===== src/hw/pullup_cfg.svh =====
/*
  Register offsets, implemented-bit masks and reset values for the pull-up option block.
  Assumes inclusion by the design file only.
*/
`ifndef PULLUP_CFG_SVH
`define PULLUP_CFG_SVH
`define PU_NUM_REGS 13
`define PU_RESET_VAL 8'h00
`define PU_ADDR_W 16
`define PU_OFF_PORT1 16'hff31
`define PU_OFF_PORT3 16'hff33
`define PU_OFF_PORT4 16'hff34
`define PU_OFF_PORT8 16'hff38
`define PU_OFF_PORT9 16'hff39
`define PU_OFF_PORT10 16'hff3a
`define PU_OFF_PORT11 16'hff3b
`define PU_OFF_PORT12 16'hff3c
`define PU_OFF_PORT13 16'hff3d
`define PU_OFF_PORT14 16'hff3e
`define PU_OFF_PORT15 16'hff3f
`define PU_OFF_EXT0 8'h8d
`define PU_OFF_EXT1 8'h90
`define PU_MASK_PORT1 8'h0e
`define PU_MASK_PORT3 8'h0f
`define PU_MASK_PORT4 8'h3f
`define PU_MASK_LOW4 8'h0f
`define PU_MASK_PORT12 8'h01
`define PU_MASK_EXT 8'h3f
`endif


===== src/hw/pullup_pkg.sv =====
/*
  Types shared by the pull-up option block.
  Assumes the constants header sits beside it.
*/
`default_nettype none
package pullup_pkg;
  typedef logic [7:0] pu_byte_t;
  typedef struct packed {
    logic we;
    logic bit_op;
    logic [2:0] bit_pos;
    logic bit_val;
    logic [15:0] addr;
    pu_byte_t wdata;
  } mem_req_t;
  typedef struct packed {
    logic we;
    logic [7:0] addr;
    pu_byte_t wdata;
  } ext_req_t;
endpackage
`default_nettype wire


===== src/hw/port_pullup_option_control.sv =====
/*
  Pull-up option registers for the normal ports (memory bus, bit or byte writes)
  and two extended banks (extended register path), with per-pin pull-up enables.
  Assumes port mode and alternate-output qualifiers arrive synchronous to sys_clk_i.
*/
`default_nettype none
`include "pullup_cfg.svh"

// Functional notes
// RL1: Pull-up on only when selected and input
// RL2: Output or alternate output forces pull-up off
// RL3: Reset clears every selection register
// RL4: Normal banks take bit and byte writes
// RL5: Extended banks reachable only via extended path
// RL6: Bit one connects, zero disconnects
// RL7: Extended banks use bits zero to five
// RL8: Software sets port-4 pins two-five after reset
// RL9: Unimplemented bits read zero; enable lags one
module port_pullup_option_control
  import pullup_pkg::*;
(
  input wire logic sys_clk_i,
  input wire logic resetn_i,
  input wire mem_req_t mem_req_i,
  input wire ext_req_t ext_req_i,
  input wire logic [`PU_NUM_REGS*8-1:0] pin_input_mode_i,
  input wire logic [`PU_NUM_REGS*8-1:0] pin_alt_out_i,
  output logic [7:0] mem_rdata_o,
  output logic mem_hit_o,
  output logic [7:0] ext_rdata_o,
  output logic ext_hit_o,
  output logic [`PU_NUM_REGS*8-1:0] pullup_en_o
);
  localparam int NREG = `PU_NUM_REGS;
  localparam int NMEM = NREG - 2;

  pu_byte_t sel_reg [NREG];
  pu_byte_t sel_next [NREG];
  logic [NREG-1:0] hit;
  pu_byte_t mask [NREG];
  logic [15:0] off [NMEM];

  // Normal bank offsets in register index order
  assign off = '{
    `PU_OFF_PORT1,
    `PU_OFF_PORT3,
    `PU_OFF_PORT4,
    `PU_OFF_PORT8,
    `PU_OFF_PORT9,
    `PU_OFF_PORT10,
    `PU_OFF_PORT11,
    `PU_OFF_PORT12,
    `PU_OFF_PORT13,
    `PU_OFF_PORT14,
    `PU_OFF_PORT15
  };
  // Implemented-bit masks in register index order
  assign mask = '{
    `PU_MASK_PORT1,
    `PU_MASK_PORT3,
    `PU_MASK_PORT4,
    `PU_MASK_LOW4,
    `PU_MASK_LOW4,
    `PU_MASK_LOW4,
    `PU_MASK_LOW4,
    `PU_MASK_PORT12,
    `PU_MASK_LOW4,
    `PU_MASK_LOW4,
    `PU_MASK_LOW4,
    `PU_MASK_EXT, // see RL7
    `PU_MASK_EXT // see RL7
  };

  // Address decode: normal banks on memory path, extended banks only on extended path
  genvar g;
  generate
    for (g = 0; g < NMEM; g++) begin : g_mem
      assign hit[g] = (mem_req_i.addr == off[g]); // see RL4
    end
  endgenerate
  assign hit[NMEM] = (ext_req_i.addr == `PU_OFF_EXT0); // see RL5
  assign hit[NMEM+1] = (ext_req_i.addr == `PU_OFF_EXT1); // see RL5

  // Next value: byte write or single-bit write, masked to implemented bits
  always_comb begin
    for (int i = 0; i < NREG; i++) begin
      sel_next[i] = sel_reg[i];
      if (i < NMEM) begin
        if (mem_req_i.we && hit[i]) begin
          if (mem_req_i.bit_op) begin
            sel_next[i][mem_req_i.bit_pos] = mem_req_i.bit_val; // see RL4
          end else begin
            sel_next[i] = mem_req_i.wdata; // see RL4
          end
        end
      end else if (ext_req_i.we && hit[i]) begin
        sel_next[i] = ext_req_i.wdata; // see RL5
      end
      sel_next[i] = sel_next[i] & mask[i]; // see RL9
    end
  end

  always_ff @(posedge sys_clk_i or negedge resetn_i) begin
    if (!resetn_i) begin
      for (int i = 0; i < NREG; i++) sel_reg[i] <= `PU_RESET_VAL; // see RL3
    end else begin
      for (int i = 0; i < NREG; i++) sel_reg[i] <= sel_next[i];
    end
  end

  // Read mux
  pu_byte_t mem_rd_next;
  logic mem_hit_next;
  always_comb begin
    mem_rd_next = `PU_RESET_VAL;
    for (int i = 0; i < NMEM; i++) begin
      if (hit[i]) mem_rd_next = sel_reg[i]; // see RL9
    end
  end
  assign mem_hit_next = |hit[NMEM-1:0];

  // Extended read select
  pu_byte_t ext_rd_next;
  logic ext_hit_next;
  assign ext_rd_next = hit[NMEM] ? sel_reg[NMEM] : (hit[NMEM+1] ? sel_reg[NMEM+1] : `PU_RESET_VAL); // see RL5
  assign ext_hit_next = hit[NMEM] | hit[NMEM+1]; // see RL5

  // Effective enable: one selects, input mode required, alternate output blocks
  logic [NREG*8-1:0] sel_flat;
  logic [NREG*8-1:0] en_next;
  generate
    for (g = 0; g < NREG; g++) begin : g_flat
      assign sel_flat[g*8 +: 8] = sel_reg[g];
    end
  endgenerate
  assign en_next = sel_flat & pin_input_mode_i & ~pin_alt_out_i; // see RL1 see RL2 see RL6

  always_ff @(posedge sys_clk_i or negedge resetn_i) begin
    if (!resetn_i) begin
      mem_rdata_o <= `PU_RESET_VAL;
      mem_hit_o <= 1'b0;
      ext_rdata_o <= `PU_RESET_VAL;
      ext_hit_o <= 1'b0;
      pullup_en_o <= '0; // see RL3
    end else begin
      mem_rdata_o <= mem_rd_next;
      mem_hit_o <= mem_hit_next;
      ext_rdata_o <= ext_rd_next;
      ext_hit_o <= ext_hit_next;
      pullup_en_o <= en_next; // see RL9
    end
  end
endmodule // port_pullup_option_control
`default_nettype wire


===== config.mk =====
export PLATFORM = sky130hd
export DESIGN_NAME = port_pullup_option_control
export DESIGN_NICKNAME = d
export VERILOG_FILES = /design/src/hw/pullup_pkg.sv /design/src/hw/port_pullup_option_control.sv
export VERILOG_INCLUDE_DIRS = /design/src /design/src/hw
export SDC_FILE = /design/constraint.sdc
export NUM_CORES = 1
export LEC_CHECK = 0
export ABC_AREA = 1
export BUFFER_PORTS_ARGS = -buffer_cell sky130_fd_sc_hd__buf_2
export CAP_MARGIN = 20
export CORE_AREA = 2 2 146 148
export DETAILED_ROUTE_END_ITERATION = 7
export DIE_AREA = 0 0 148 150
export PLACE_DENSITY = 0.68
export SYNTH_ARGS = -nofsm -noshare
export SYNTH_HDL_FRONTEND = slang
export SYNTH_SLANG_ARGS = --single-unit

===== constraint.sdc =====
create_clock -name sys_clk_i -period 1.4 [get_ports sys_clk_i]
set_input_delay 0.07 -clock sys_clk_i [delete_from_list [all_inputs] [get_ports sys_clk_i]]
set_output_delay 0.07 -clock sys_clk_i [all_outputs]
set_load 0.02 [all_outputs]

* Word level (Yosys, flattened, before mapping) *
Index checks and enable logic that the tools add are counted.

storage, ports and cells
  output and inout port bits = 122
  register bits after elaboration = 174
  logic and storage cells = 89
  input port bits = 257

cells by class
  equal/unequal tests = 13
  order comparisons = 2
  reduce and logical (&&, ||, !) cells = 15
  mux-type cells = 37
  bitwise logic cells = 4

operator list
  kind                                                 count
  == test 16 bit, second input constant                11
  bitwise AND 102 x 104 -> 104 bit                     1
  bitwise AND 104 bit                                  1
  inverter 104 bit                                     1
  bitwise mux 8 bit                                    11
  two-way mux 8 bit                                    10
  two-way mux 4 bit                                    10
  two-way mux 6 bit                                    3
  == test 8 bit, second input constant                 2
  logical AND 1 bit                                    14
  OR reduction 11 bit                                  1
  < comparator 3 x 4 -> 1 bit, second input constant   1
  demux 1 bit (select 3 bit)                           1
  >= comparator 3 x 1 -> 1 bit, second input constant  1
  two-way mux 1 bit                                    2
  bitwise OR 1 bit                                     1

* Longest topological paths before layout *
Gate-level depths: netlist (run 1).

  depth after elaboration = 12
  depth in mapped cells = 13
  depth with buffers taken out = 12

* Least setup slack after synthesis (run 1) *
OpenSTA, ideal clock, no wires.

  kind = input to register
  start point = input mem_req_i[17] (netlist name)
  end point = register sel_reg (netlist bit sel_flat[32])
  path slack = 116 ps
  stages on the path = 10
  required time = 1282 ps
  data arrival time = 1166 ps
  cell sequence = nand2_1 nor2_2 nand2_4 nor2_4 nand3_1 inv_2 nand2_1 nor2_1 mux2i_1 inv_1

on the way
  longest elaborated chain between the ends = 2

ends and longest elaborated chain
  item                line                              RTL
  start: declaration  port_pullup_option_control.sv:24  input wire mem_req_t mem_req_i,
  == test 16 bit      port_pullup_option_control.sv:78  assign hit[g] = (mem_req_i.addr == off[g]);
  logical AND 1 bit   port_pullup_option_control.sv:89  if (mem_req_i.we && hit[i]) begin
  end: declaration    port_pullup_option_control.sv:37  pu_byte_t sel_reg [NREG];

Every way passes these cells.
A chain may end at the register's enable or synchronous reset.

* Final worst setup path (run 1) *
  start point = input ext_req_i[12] (netlist name)
  end point = register ext_hit_o

on the way
  longest elaborated chain between the ends = 2

ends and longest elaborated chain
  item                            line                               RTL
  start: declaration              port_pullup_option_control.sv:25   input wire ext_req_t ext_req_i,
  == test 8 bit (no source line)  --
  bitwise OR 1 bit *              port_pullup_option_control.sv:126  assign ext_hit_next = hit[NMEM] | hit[NMEM+1];
  named net ext_hit_next          port_pullup_option_control.sv:124  logic ext_hit_next;
  end signal: assignment          port_pullup_option_control.sv:149  ext_hit_o <= ext_hit_next;
  end: declaration                port_pullup_option_control.sv:31   output logic ext_hit_o,

Mark *: on every way through the listed nets, which the timed path passes. The rest lies on a longest branch.

==> qor.yml, run 1 <==
clock_network:
  cts_buffers: 17
  clkTransAtPathRegs_ns: 0.05
  root_buffer: "clkbuf_16"
  cts_tree: "yes"
  clk-insertion-delay-late_ns: 0.42
  cts-htree-levels: 4
  cts_buffer_depth: 2
  cts.sinks: 122
  postCtsSetupRepairBufs: 0
placed_design:
  dp_hpwl_um: 13710
  place.gp.congestion: 0.8707
  placed_cells: 1182
  placed_cell_area_sq_um: 7312
  numPortBuffers: 220
timing:
  tightest_slew_ns: 0.6448
  slew_violations: 0
  hold_violations: 0
  post-route-period-util: 0.9529
  fin_tns_setup_ns: 0
  timing.fmax_mhz: 749.6
  fin_skew_ns: 0.007065
  period_needed_ns: 1.334
  slew_headroom: 0.5685
  finalSetupViolCount: 0
routing:
  drt_iter0_drc: 249
  wl_um: 18850
  detail-route-antenna-nets: 0
  drc: 0
  dr_total_vias: 5652
  dr.pass1.iters: 5
  met3WireLength_um: 1247
  highest_layer: "met5"
  met1_length_um: 7444
  viasPerCell: 4.243
  wl_per_cell_um: 14.15
  wl_met2_um: 9675
critical_path:
  cp_max_fo: 2
  cp.arrival_ns: 1.68
  critPathCaptureType: "register"
  crit_path_start_kind: "input port"
  critPathKind: "in2reg"
  worstPathRequired_ns: 1.74
  critPathSlowestCell: "dlygate4sd3_1"
  max_stage_delay_ns: 0.56
  worstPathCellList: "dlygate4sd3_1, buf_2, nor3_2, nand2_1, dlygate4sd3_1, nand2_1"
grt:
  grt_max_degree: 38
  overflow: 0
  grt_pass1_wl_um: 28950
  track_usage: 0.1706
  grt_pass1_vias: 5609
  antenna_found_initial: 1
yosys:
  synth_edf_count: 0
  syn_avg_cell_area_sq_um: 8.833
  ys_seq_elements: 122
  async_flop_share: 1.000
  yosysMostFrequentCell: "nand2_1"
  synthTopCellsByArea: "dfrtp_1 53%, nand2_1 10%, buf_4 7.0%, nor2_1 6.2%, inv_1 3.1%"
  seq_area_frac_synth: 0.5285
  yosys.area.top_type: "dfrtp_1"
  ys_warn_count: 0
  synth_area_sq_um: 5777
  synthFlopType: "dfrtp_1"
  syn_inst: 654
  synth.distinct_cells: 33
  synth_common_cells: "154 x nand2_1, 122 x dfrtp_1, 96 x nor2_1"
  synth_top_area_frac: 0.5285
cells_and_area:
  final_util: 0.4422
  nNetsFinal: 1302
  fin_area_sq_um: 9149
  diodes: 0
  fin_cells: 1332
  drive_above_1_share: 0.3141
  syn2layout_area_growth_pct: 58.37
floorplan:
  ioPinCount: 379
  num_rows: 53
  die_h_um: 150
  die-width_um: 148
  core_area_sq_um: 20690
  initial_core_util: 0.2792
  dieArea_sq_um: 22200
pwr:
  power_uw: 9143
  vdd_drop_max_v: 0.0007784
  power.density_nw_per_um2: 999.3
  p_leak_uw: 0.005021
status:
  outcome: "complete, no violations"
min_path:
  worstHoldPathType: "in2reg"
job:
  drv_cap: 0
## path summary, 6_finish.rpt
| path | to | slack, ns | cells after the start | start |
|---|---|---|---|---|
| hold reg to reg | mem_rdata_o[5] | 0.52 | 2 | sel_flat[21] |
| max in group asynchronous | mem_rdata_o[2] | 0.69 | 3 | resetn_i |
| setup / recovery | ext_hit_o | 0.07 | 6 | ext_req_i[12] |
| setup reg to reg | pullup_en_o[49] | 0.12 | 3 | sel_flat[49] |
| min in group asynchronous | pullup_en_o[97] | 0.12 | 2 | resetn_i |
| hold / removal | sel_flat[74] | 0.03 | 3 | mem_req_i[29] |
## placed cells by master, fill, tap and decap left out, drive strengths merged, types with 6 or more instances in the layout
cell type / synthesis / layout
buf: 56 / 259
nand2: 162 / 162
dfrtp: 122 / 122
dlygate4sd3: 0 / 119
nor2: 110 / 110
inv: 59 / 59
conb: 1 / 54
o21ai: 41 / 41
nand3: 25 / 25
clkbuf: 3 / 20
nor3: 17 / 17
o21a: 14 / 14
mux2i: 11 / 11
nand4: 8 / 8
a32o: 6 / 6
## area by class of cell
cell class	count	area (sq um)
multi-input combinational	467	2278
inverter	59	221.5
tap	275	344.1
clock buffer	20	466.7
fill	1967	11540
clock inverter	11	168.9
timing repair buffer	378	2616
sequential	122	3053
## registers in the layout, summed over array words and instances, names as in the netlist
name	cells
ext_rdata_o	6
mem_rdata_o	6
pullup_en_o	54
ext_hit_o	1
mem_hit_o	1
sel_flat	54
## per-stage QoR
step / hold slack (ns) / setup slack (ns)
2_1_floorplan: -0.2256 / 0.1158
3_3_place_gp: 0.002198 / -0.1365
3_5_place_dp: 0.005260 / -0.1793
4_1_cts: 0.009389 / 0.06175
5_1_grt: 0.02951 / -0.00006639
6_report: 0.03282 / 0.06592
## critical path: cells and delay by family
| kind | cells | cell delay, ns |
|---|---|---|
| AND/OR/NAND/NOR | 3 | 0.36 |
| buffers and inverters | 3 | 1.24 |
## routing by layer
metal | GRT usage | vias up
li1 | - | 2779
met1 | 0.1906 | 2603
met2 | 0.3120 | 238
met3 | 0.04299 | 30
met4 | 0.06476 | 2
met5 | 0 | -
## report_power, final
part	internal, uW	switching (uW)
logic	369	494
registers	3550	18.0
clock network	3100	1600
## cell families (layout without fill, tap and decap cells)
kind of cell | after synthesis | after routing | share of synthesized area
and+or+nand+nor | 327 | 327 | 0.2556
DFF | 122 | 122 | 0.5285
buffers and inverters | 118 | 468 | 0.1133
AOI/OAI and AO/OA | 75 | 75 | 0.08295
other | 1 | 54 | 0.0006491
muxes | 11 | 11 | 0.01906
## timing repair
action	in CTS	in global routing
resized for setup	0	3
endpoints found under the setup margin	0	10
endpoints found under the hold margin	191	0
hold buffers	119	0
(Power assumes the default switching activity.)
==> run 2: changes to the inputs <==
--- a/config.mk
+++ b/config.mk
@@ -9,10 +9,12 @@
 export ABC_AREA = 1
 export BUFFER_PORTS_ARGS = -buffer_cell sky130_fd_sc_hd__buf_2
 export CAP_MARGIN = 20
-export CORE_AREA = 2 2 146 148
+export CELL_PAD_IN_SITES_DETAIL_PLACEMENT = 0
+export CELL_PAD_IN_SITES_GLOBAL_PLACEMENT = 1
+export CORE_AREA = 2 2 149 151
 export DETAILED_ROUTE_END_ITERATION = 7
-export DIE_AREA = 0 0 148 150
-export PLACE_DENSITY = 0.68
+export DIE_AREA = 0 0 151 153
+export PLACE_DENSITY = 0.86
 export SYNTH_ARGS = -nofsm -noshare
 export SYNTH_HDL_FRONTEND = slang
 export SYNTH_SLANG_ARGS = --single-unit
==> constraint.sdc (replaced) <==
create_clock -name sys_clk_i -period 1.23 [get_ports sys_clk_i]
set_input_delay 0.123 -clock sys_clk_i [delete_from_list [all_inputs] [get_ports sys_clk_i]]
set_output_delay 0.123 -clock sys_clk_i [all_outputs]
set_load 0.02 [all_outputs]
==> run 2 against run 1 <==
  * The flow now finishes with violations (hold timing)
  * Sequential share of layout area fell by 0.99 points
  * Utilization fell by 0.30 points
  * Cell area increased by 3.1%
  * Via count is 0.37% higher
  * Flip-flop and latch count stayed put
  * Critical path depth shrank 3
  * First-iteration DRC count is 6.8% lower
  * Routed wire length down 5.4%
  * Setup slack worse by 0.045 ns
  * Critical endpoint is now pullup_en_o[43]
==> qor.yml, run 2 (synthesis results as in run 1) <==
routing:
  dr_total_vias: 5673
  drt_iter0_drc: 232
  wl_per_cell_um: 13.04
  wl_um: 17820
  detail-route-antenna-nets: 0
  viasPerCell: 4.150
  dr.pass1.iters: 5
  drc: 0
placed_design:
  numPortBuffers: 220
  place.gp.congestion: 0.8316
  placed_cells: 1203
  dp_hpwl_um: 13150
pwr:
  vdd_drop_max_v: 0.0007410
  power.density_nw_per_um2: 1062
  p_leak_uw: 0.005126
grt:
  grt_pass1_vias: 5490
  grt_pass1_wl_um: 27480
  track_usage: 0.1530
  overflow: 0
  grt_max_degree: 39
  antenna_found_initial: 2
timing:
  slew_violations: 0
  hold_violations: 1
  rsz0062_at_grt: "true"
  tightest_slew_ns: 0.5631
  period_needed_ns: 1.209
  holdWs_ns: -0.07400
  slew_headroom: 0.6232
  fin_tns_setup_ns: 0
  timing.fmax_mhz: 827.3
  post-route-period-util: 0.9827
  fin_skew_ns: 0.007422
  finalSetupViolCount: 0
clock_network:
  root_buffer: "clkbuf_16"
  cts-htree-levels: 4
  cts_buffer_depth: 2
  clk-insertion-delay-late_ns: 0.41
  clkTransAtPathRegs_ns: 0.06
  cts_tree: "yes"
  cts_buffers: 17
  cts.sinks: 122
cells_and_area:
  nNetsFinal: 1329
  final_cell_mix: "219 x buf_2, 146 x nand2_1, 120 x dfrtp_1"
  fin_cells: 1367
  final_common_cell: "buf_2"
  fillers: 2062
  final_util: 0.4392
  syn2layout_area_growth_pct: 63.35
  drive_above_1_share: 0.3512
status:
  outcome: "finished with violations"
  violations: "hold timing"
critical_path:
  regToRegSetupSlack_ns: 0.02
  critPathSlowestCell: "dlygate4sd3_1"
  cp.arrival_ns: 1.51
  crit_path_start_kind: "register"
  max_stage_delay_ns: 0.54
  cp_max_fo: 3
  r2r_start: "sel_flat[43]"
  critPathCaptureType: "register"
  critPathKind: "reg2reg"
  reg2reg_depth: 3
  worstPathRequired_ns: 1.53
  r2r_end: "pullup_en_o[43]"
  worstPathCellList: "nand2_2, nor2_1, dlygate4sd3_1"
floorplan:
  dieArea_sq_um: 23100
  die_h_um: 153
  initial_core_util: 0.2689
  core_area_sq_um: 21490
  ioPinCount: 379
  die-width_um: 151
  num_rows: 54
job:
  drv_cap: 0
min_path:
  hold_depth: 3
  worstHoldPathType: "in2reg"
  hold_start: "pin_input_mode_i[51]"
  whs_endpoint: "pullup_en_o[51]"
## run 2: per-stage QoR
| stage | total power [uW] | setup slack [ns] | hold slack [ns] | area (sq um) |
|---|---|---|---|---|
| 2_1_floorplan | 4601 | -0.05653 | -0.1726 | 6046 |
| 3_3_place_gp | 4991 | -0.3673 | 0.04816 | 7567 |
| 4_1_cts | 10150 | 0.01543 | 0.005075 | 9300 |
| 3_5_place_dp | 4999 | -0.3775 | 0.05404 | 7567 |
| 5_1_grt | 10440 | -0.01351 | 0.005652 | 9437 |
| 6_report | 10020 | 0.02130 | -0.07400 | 9437 |
## run 2: area by class of cell
type | instances | area [sq um] | share of cell area
antenna | 2 | 5.005 | 0.0005304
clock buffer | 17 | 425.4 | 0.04508
clock inverter | 15 | 156.4 | 0.01657
inverter | 59 | 221.5 | 0.02347
multi-input combinational | 467 | 2354 | 0.2494
sequential | 122 | 3055 | 0.3238
tap | 280 | 350.3 | 0.03713
timing repair buffer | 405 | 2869 | 0.3040
## run 2: how the worst max path moves through the flow
stage / slack [ns] / to / cells past startpoint / startpoint
2_1_floorplan: -0.06 / sel_flat[72] / 8 / mem_req_i[23]
3_3_place_gp: -0.37 / sel_flat[83] / 11 / mem_req_i[23]
3_5_place_dp: -0.38 / sel_flat[32] / 11 / mem_req_i[23]
4_1_cts: 0.02 / pullup_en_o[65] / 3 / sel_flat[65]
5_1_grt: -0.01 / sel_flat[72] / 10 / mem_req_i[22]
6_report: 0.02 / pullup_en_o[43] / 3 / sel_flat[43]
## run 2: power by group
group          switching [uW]  internal, uW  leakage (uW)
logic                     571           484       0.00316
clock network            2050          2850      0.000277
registers                19.9          4040       0.00169
## run 2: repair_timing
action	CTS	global route
resized for setup	0	8
hold buffers	115	4
buffers inserted	0	16
endpoints found under the setup margin	0	27
endpoints found under the hold margin	172	4
## run 2: worst max-delay path: cells and delay by family (launching register included)
family,cells,cell delay (ns)
AND/OR/NAND/NOR,2,0.12
buffers and inverters,1,0.54
flip-flops,1,0.45
## run 2: layer usage
metal,wire (um),vias to the layer above,global-route usage
met4,337,0,0.05652
li1,-,2842,-
met1,7709,2593,0.1916
met2,8807,217,0.2604
met5,0,-,0
met3,969,21,0.02925
==> run 3: changes to the inputs <==
--- a/config.mk
+++ b/config.mk
@@ -11,10 +11,10 @@
 export CAP_MARGIN = 20
 export CELL_PAD_IN_SITES_DETAIL_PLACEMENT = 0
 export CELL_PAD_IN_SITES_GLOBAL_PLACEMENT = 1
-export CORE_AREA = 2 2 149 151
+export CORE_MARGIN = 3
+export CORE_UTILIZATION = 29
 export DETAILED_ROUTE_END_ITERATION = 7
-export DIE_AREA = 0 0 151 153
-export PLACE_DENSITY = 0.86
+export PLACE_DENSITY_LB_ADDON = 0.1
 export SYNTH_ARGS = -nofsm -noshare
 export SYNTH_HDL_FRONTEND = slang
 export SYNTH_SLANG_ARGS = --single-unit
==> run 3 against run 2 <==
  * The run now ends clean
  * Die area shrank 6.3%
  * Non-clock buffer count grew 12
  * Clock skew shrank 0.0025 ns
  * Cell area grew 1.4%
  * Flip-flop and latch count is the same
  * Critical endpoint is now pullup_en_o[51]
  * Critical path depth is the same
  * Count of clock-buffer cells in the layout grew 3
  * Largest cell class unchanged
==> qor.yml, run 3 (synthesis results as in run 1) <==
floorplan:
  num_rows: 50
  core_area_sq_um: 19140
  initial_core_util: 0.3018
  dieArea_sq_um: 21650
  die_h_um: 147.1
  ioPinCount: 379
  die-width_um: 147.1
routing:
  viasPerCell: 4.223
  drc: 0
  dr.pass1.iters: 4
  dr_total_vias: 5739
  wl_per_cell_um: 13.56
  drt_iter0_drc: 207
  detail-route-antenna-nets: 0
  wl_um: 18430
clock_network:
  clkTransAtPathRegs_ns: 0.06
  clk-insertion-delay-late_ns: 0.41
  root_buffer: "clkbuf_16"
  cts_tree: "yes"
  cts_buffer_depth: 2
  cts_buffers: 17
  cts-htree-levels: 4
  cts.sinks: 122
placed_design:
  placed_cell_area_sq_um: 7660
  placed_cells: 1197
  numPortBuffers: 220
  place.gp.congestion: 0.8181
  dp_hpwl_um: 14010
critical_path:
  critPathKind: "reg2reg"
  worstPathCellList: "nand2_1, nor2_1, dlygate4sd3_1"
  crit_path_start_kind: "register"
  worstPathRequired_ns: 1.52
  crit_family: "buffers and inverters"
  cp.depth: 3
  critPathCaptureType: "register"
  cp.arrival_ns: 1.50
  worst-path-buf-inv: 1
  cp_max_fo: 3
  max_stage_delay_ns: 0.54
  critPathSlowestCell: "dlygate4sd3_1"
  reg2reg_depth: 3
grt:
  grt_pass1_wl_um: 29480
  track_usage: 0.1700
  overflow: 0
  grt_pass1_vias: 5884
  grt_max_degree: 43
  antenna_found_initial: 2
timing:
  tightest_slew_ns: 0.6035
  hold_violations: 0
  timing.fmax_mhz: 829.6
  period_needed_ns: 1.205
  rsz0062_at_grt: "true"
  fin_tns_setup_ns: 0
  slew_headroom: 0.5962
  slew_violations: 0
  finalSetupViolCount: 0
  post-route-period-util: 0.9800
  fin_skew_ns: 0.004908
pwr:
  vdd_drop_max_v: 0.0008805
  p_leak_uw: 0.005236
  power.density_nw_per_um2: 1087
cells_and_area:
  fin_cells: 1359
  final_util: 0.4999
  final_cell_mix: "219 x buf_2, 147 x nand2_1, 121 x dfrtp_1"
  drive_above_1_share: 0.3546
  final_common_cell: "buf_2"
  syn2layout_area_growth_pct: 65.65
  nNetsFinal: 1341
  fin_area_sq_um: 9569
job:
  drv_cap: 0
status:
  outcome: "complete, no violations"
min_path:
  worstHoldPathType: "in2reg"
  hold_depth: 3
==> run 3: repair_timing <==
action / 4_1_cts / 5_1_grt
endpoints found under the hold margin: 106 / 5
hold buffers: 116 / 5
gates resized for setup: 0 / 8
setup endpoints to repair: 0 / 23
buffers inserted: 0 / 12
==> run 3: final timing paths <==
check | slack, ns | from | end
min reg2reg | 0.52 | sel_flat[93] | sel_flat[93]
min | 0.06 | mem_req_i[5] | sel_flat[21]
max in group asynchronous | 0.48 | resetn_i | ext_rdata_o[1]
max | 0.02 | sel_flat[51] | pullup_en_o[51]
max reg2reg | 0.02 | sel_flat[51] | pullup_en_o[51]
min in group asynchronous | 0.21 | resetn_i | pullup_en_o[2]
==> run 3: metal layers <==
metal | part of all wire | GRT usage
met1 | 0.45 | 0.2196
met3 | 0.063 | 0.04010
met5 | 0 | 0
met2 | 0.47 | 0.2836
met4 | 0.016 | 0.05219
==> run 3: where the power goes <==
part / switching [uW] / internal (uW) / leakage [uW]
clock: 1880 / 3370 / 0.000304
sequential: 19.3 / 4040 / 0.00169
combinational: 582 / 506 / 0.00324
total: 2480 / 7920 / 0.00524
==> run 3: area by class of cell <==
cell class	instances	area, sq um
well taps	260	325.3
flip-flops and latches	122	3054
inverters	59	221.5
fillers	1882	9574
multi-input cells	467	2355
clock buffers	20	466.7
diodes	2	5.005
clock inverters	12	165.2
repair buffers	417	2977
==> run 3: worst min-delay path: cells and delay by family <==
family                 cells  cell delay [ns]
buffers and inverters      1             0.08
AO/OA/AOI/OAI              2             0.23
==> run 3: metrics by stage <==
stage,hold slack (ns),setup WS [ns],total power [uW]
2_1_floorplan,-0.1726,-0.05653,4601
3_3_place_gp,0.08372,-0.3327,5017
3_5_place_dp,0.08561,-0.3450,5023
4_1_cts,0.05861,0.01173,10510
5_1_grt,0.1150,-0.02324,10830
6_report,0.06281,0.02464,10400
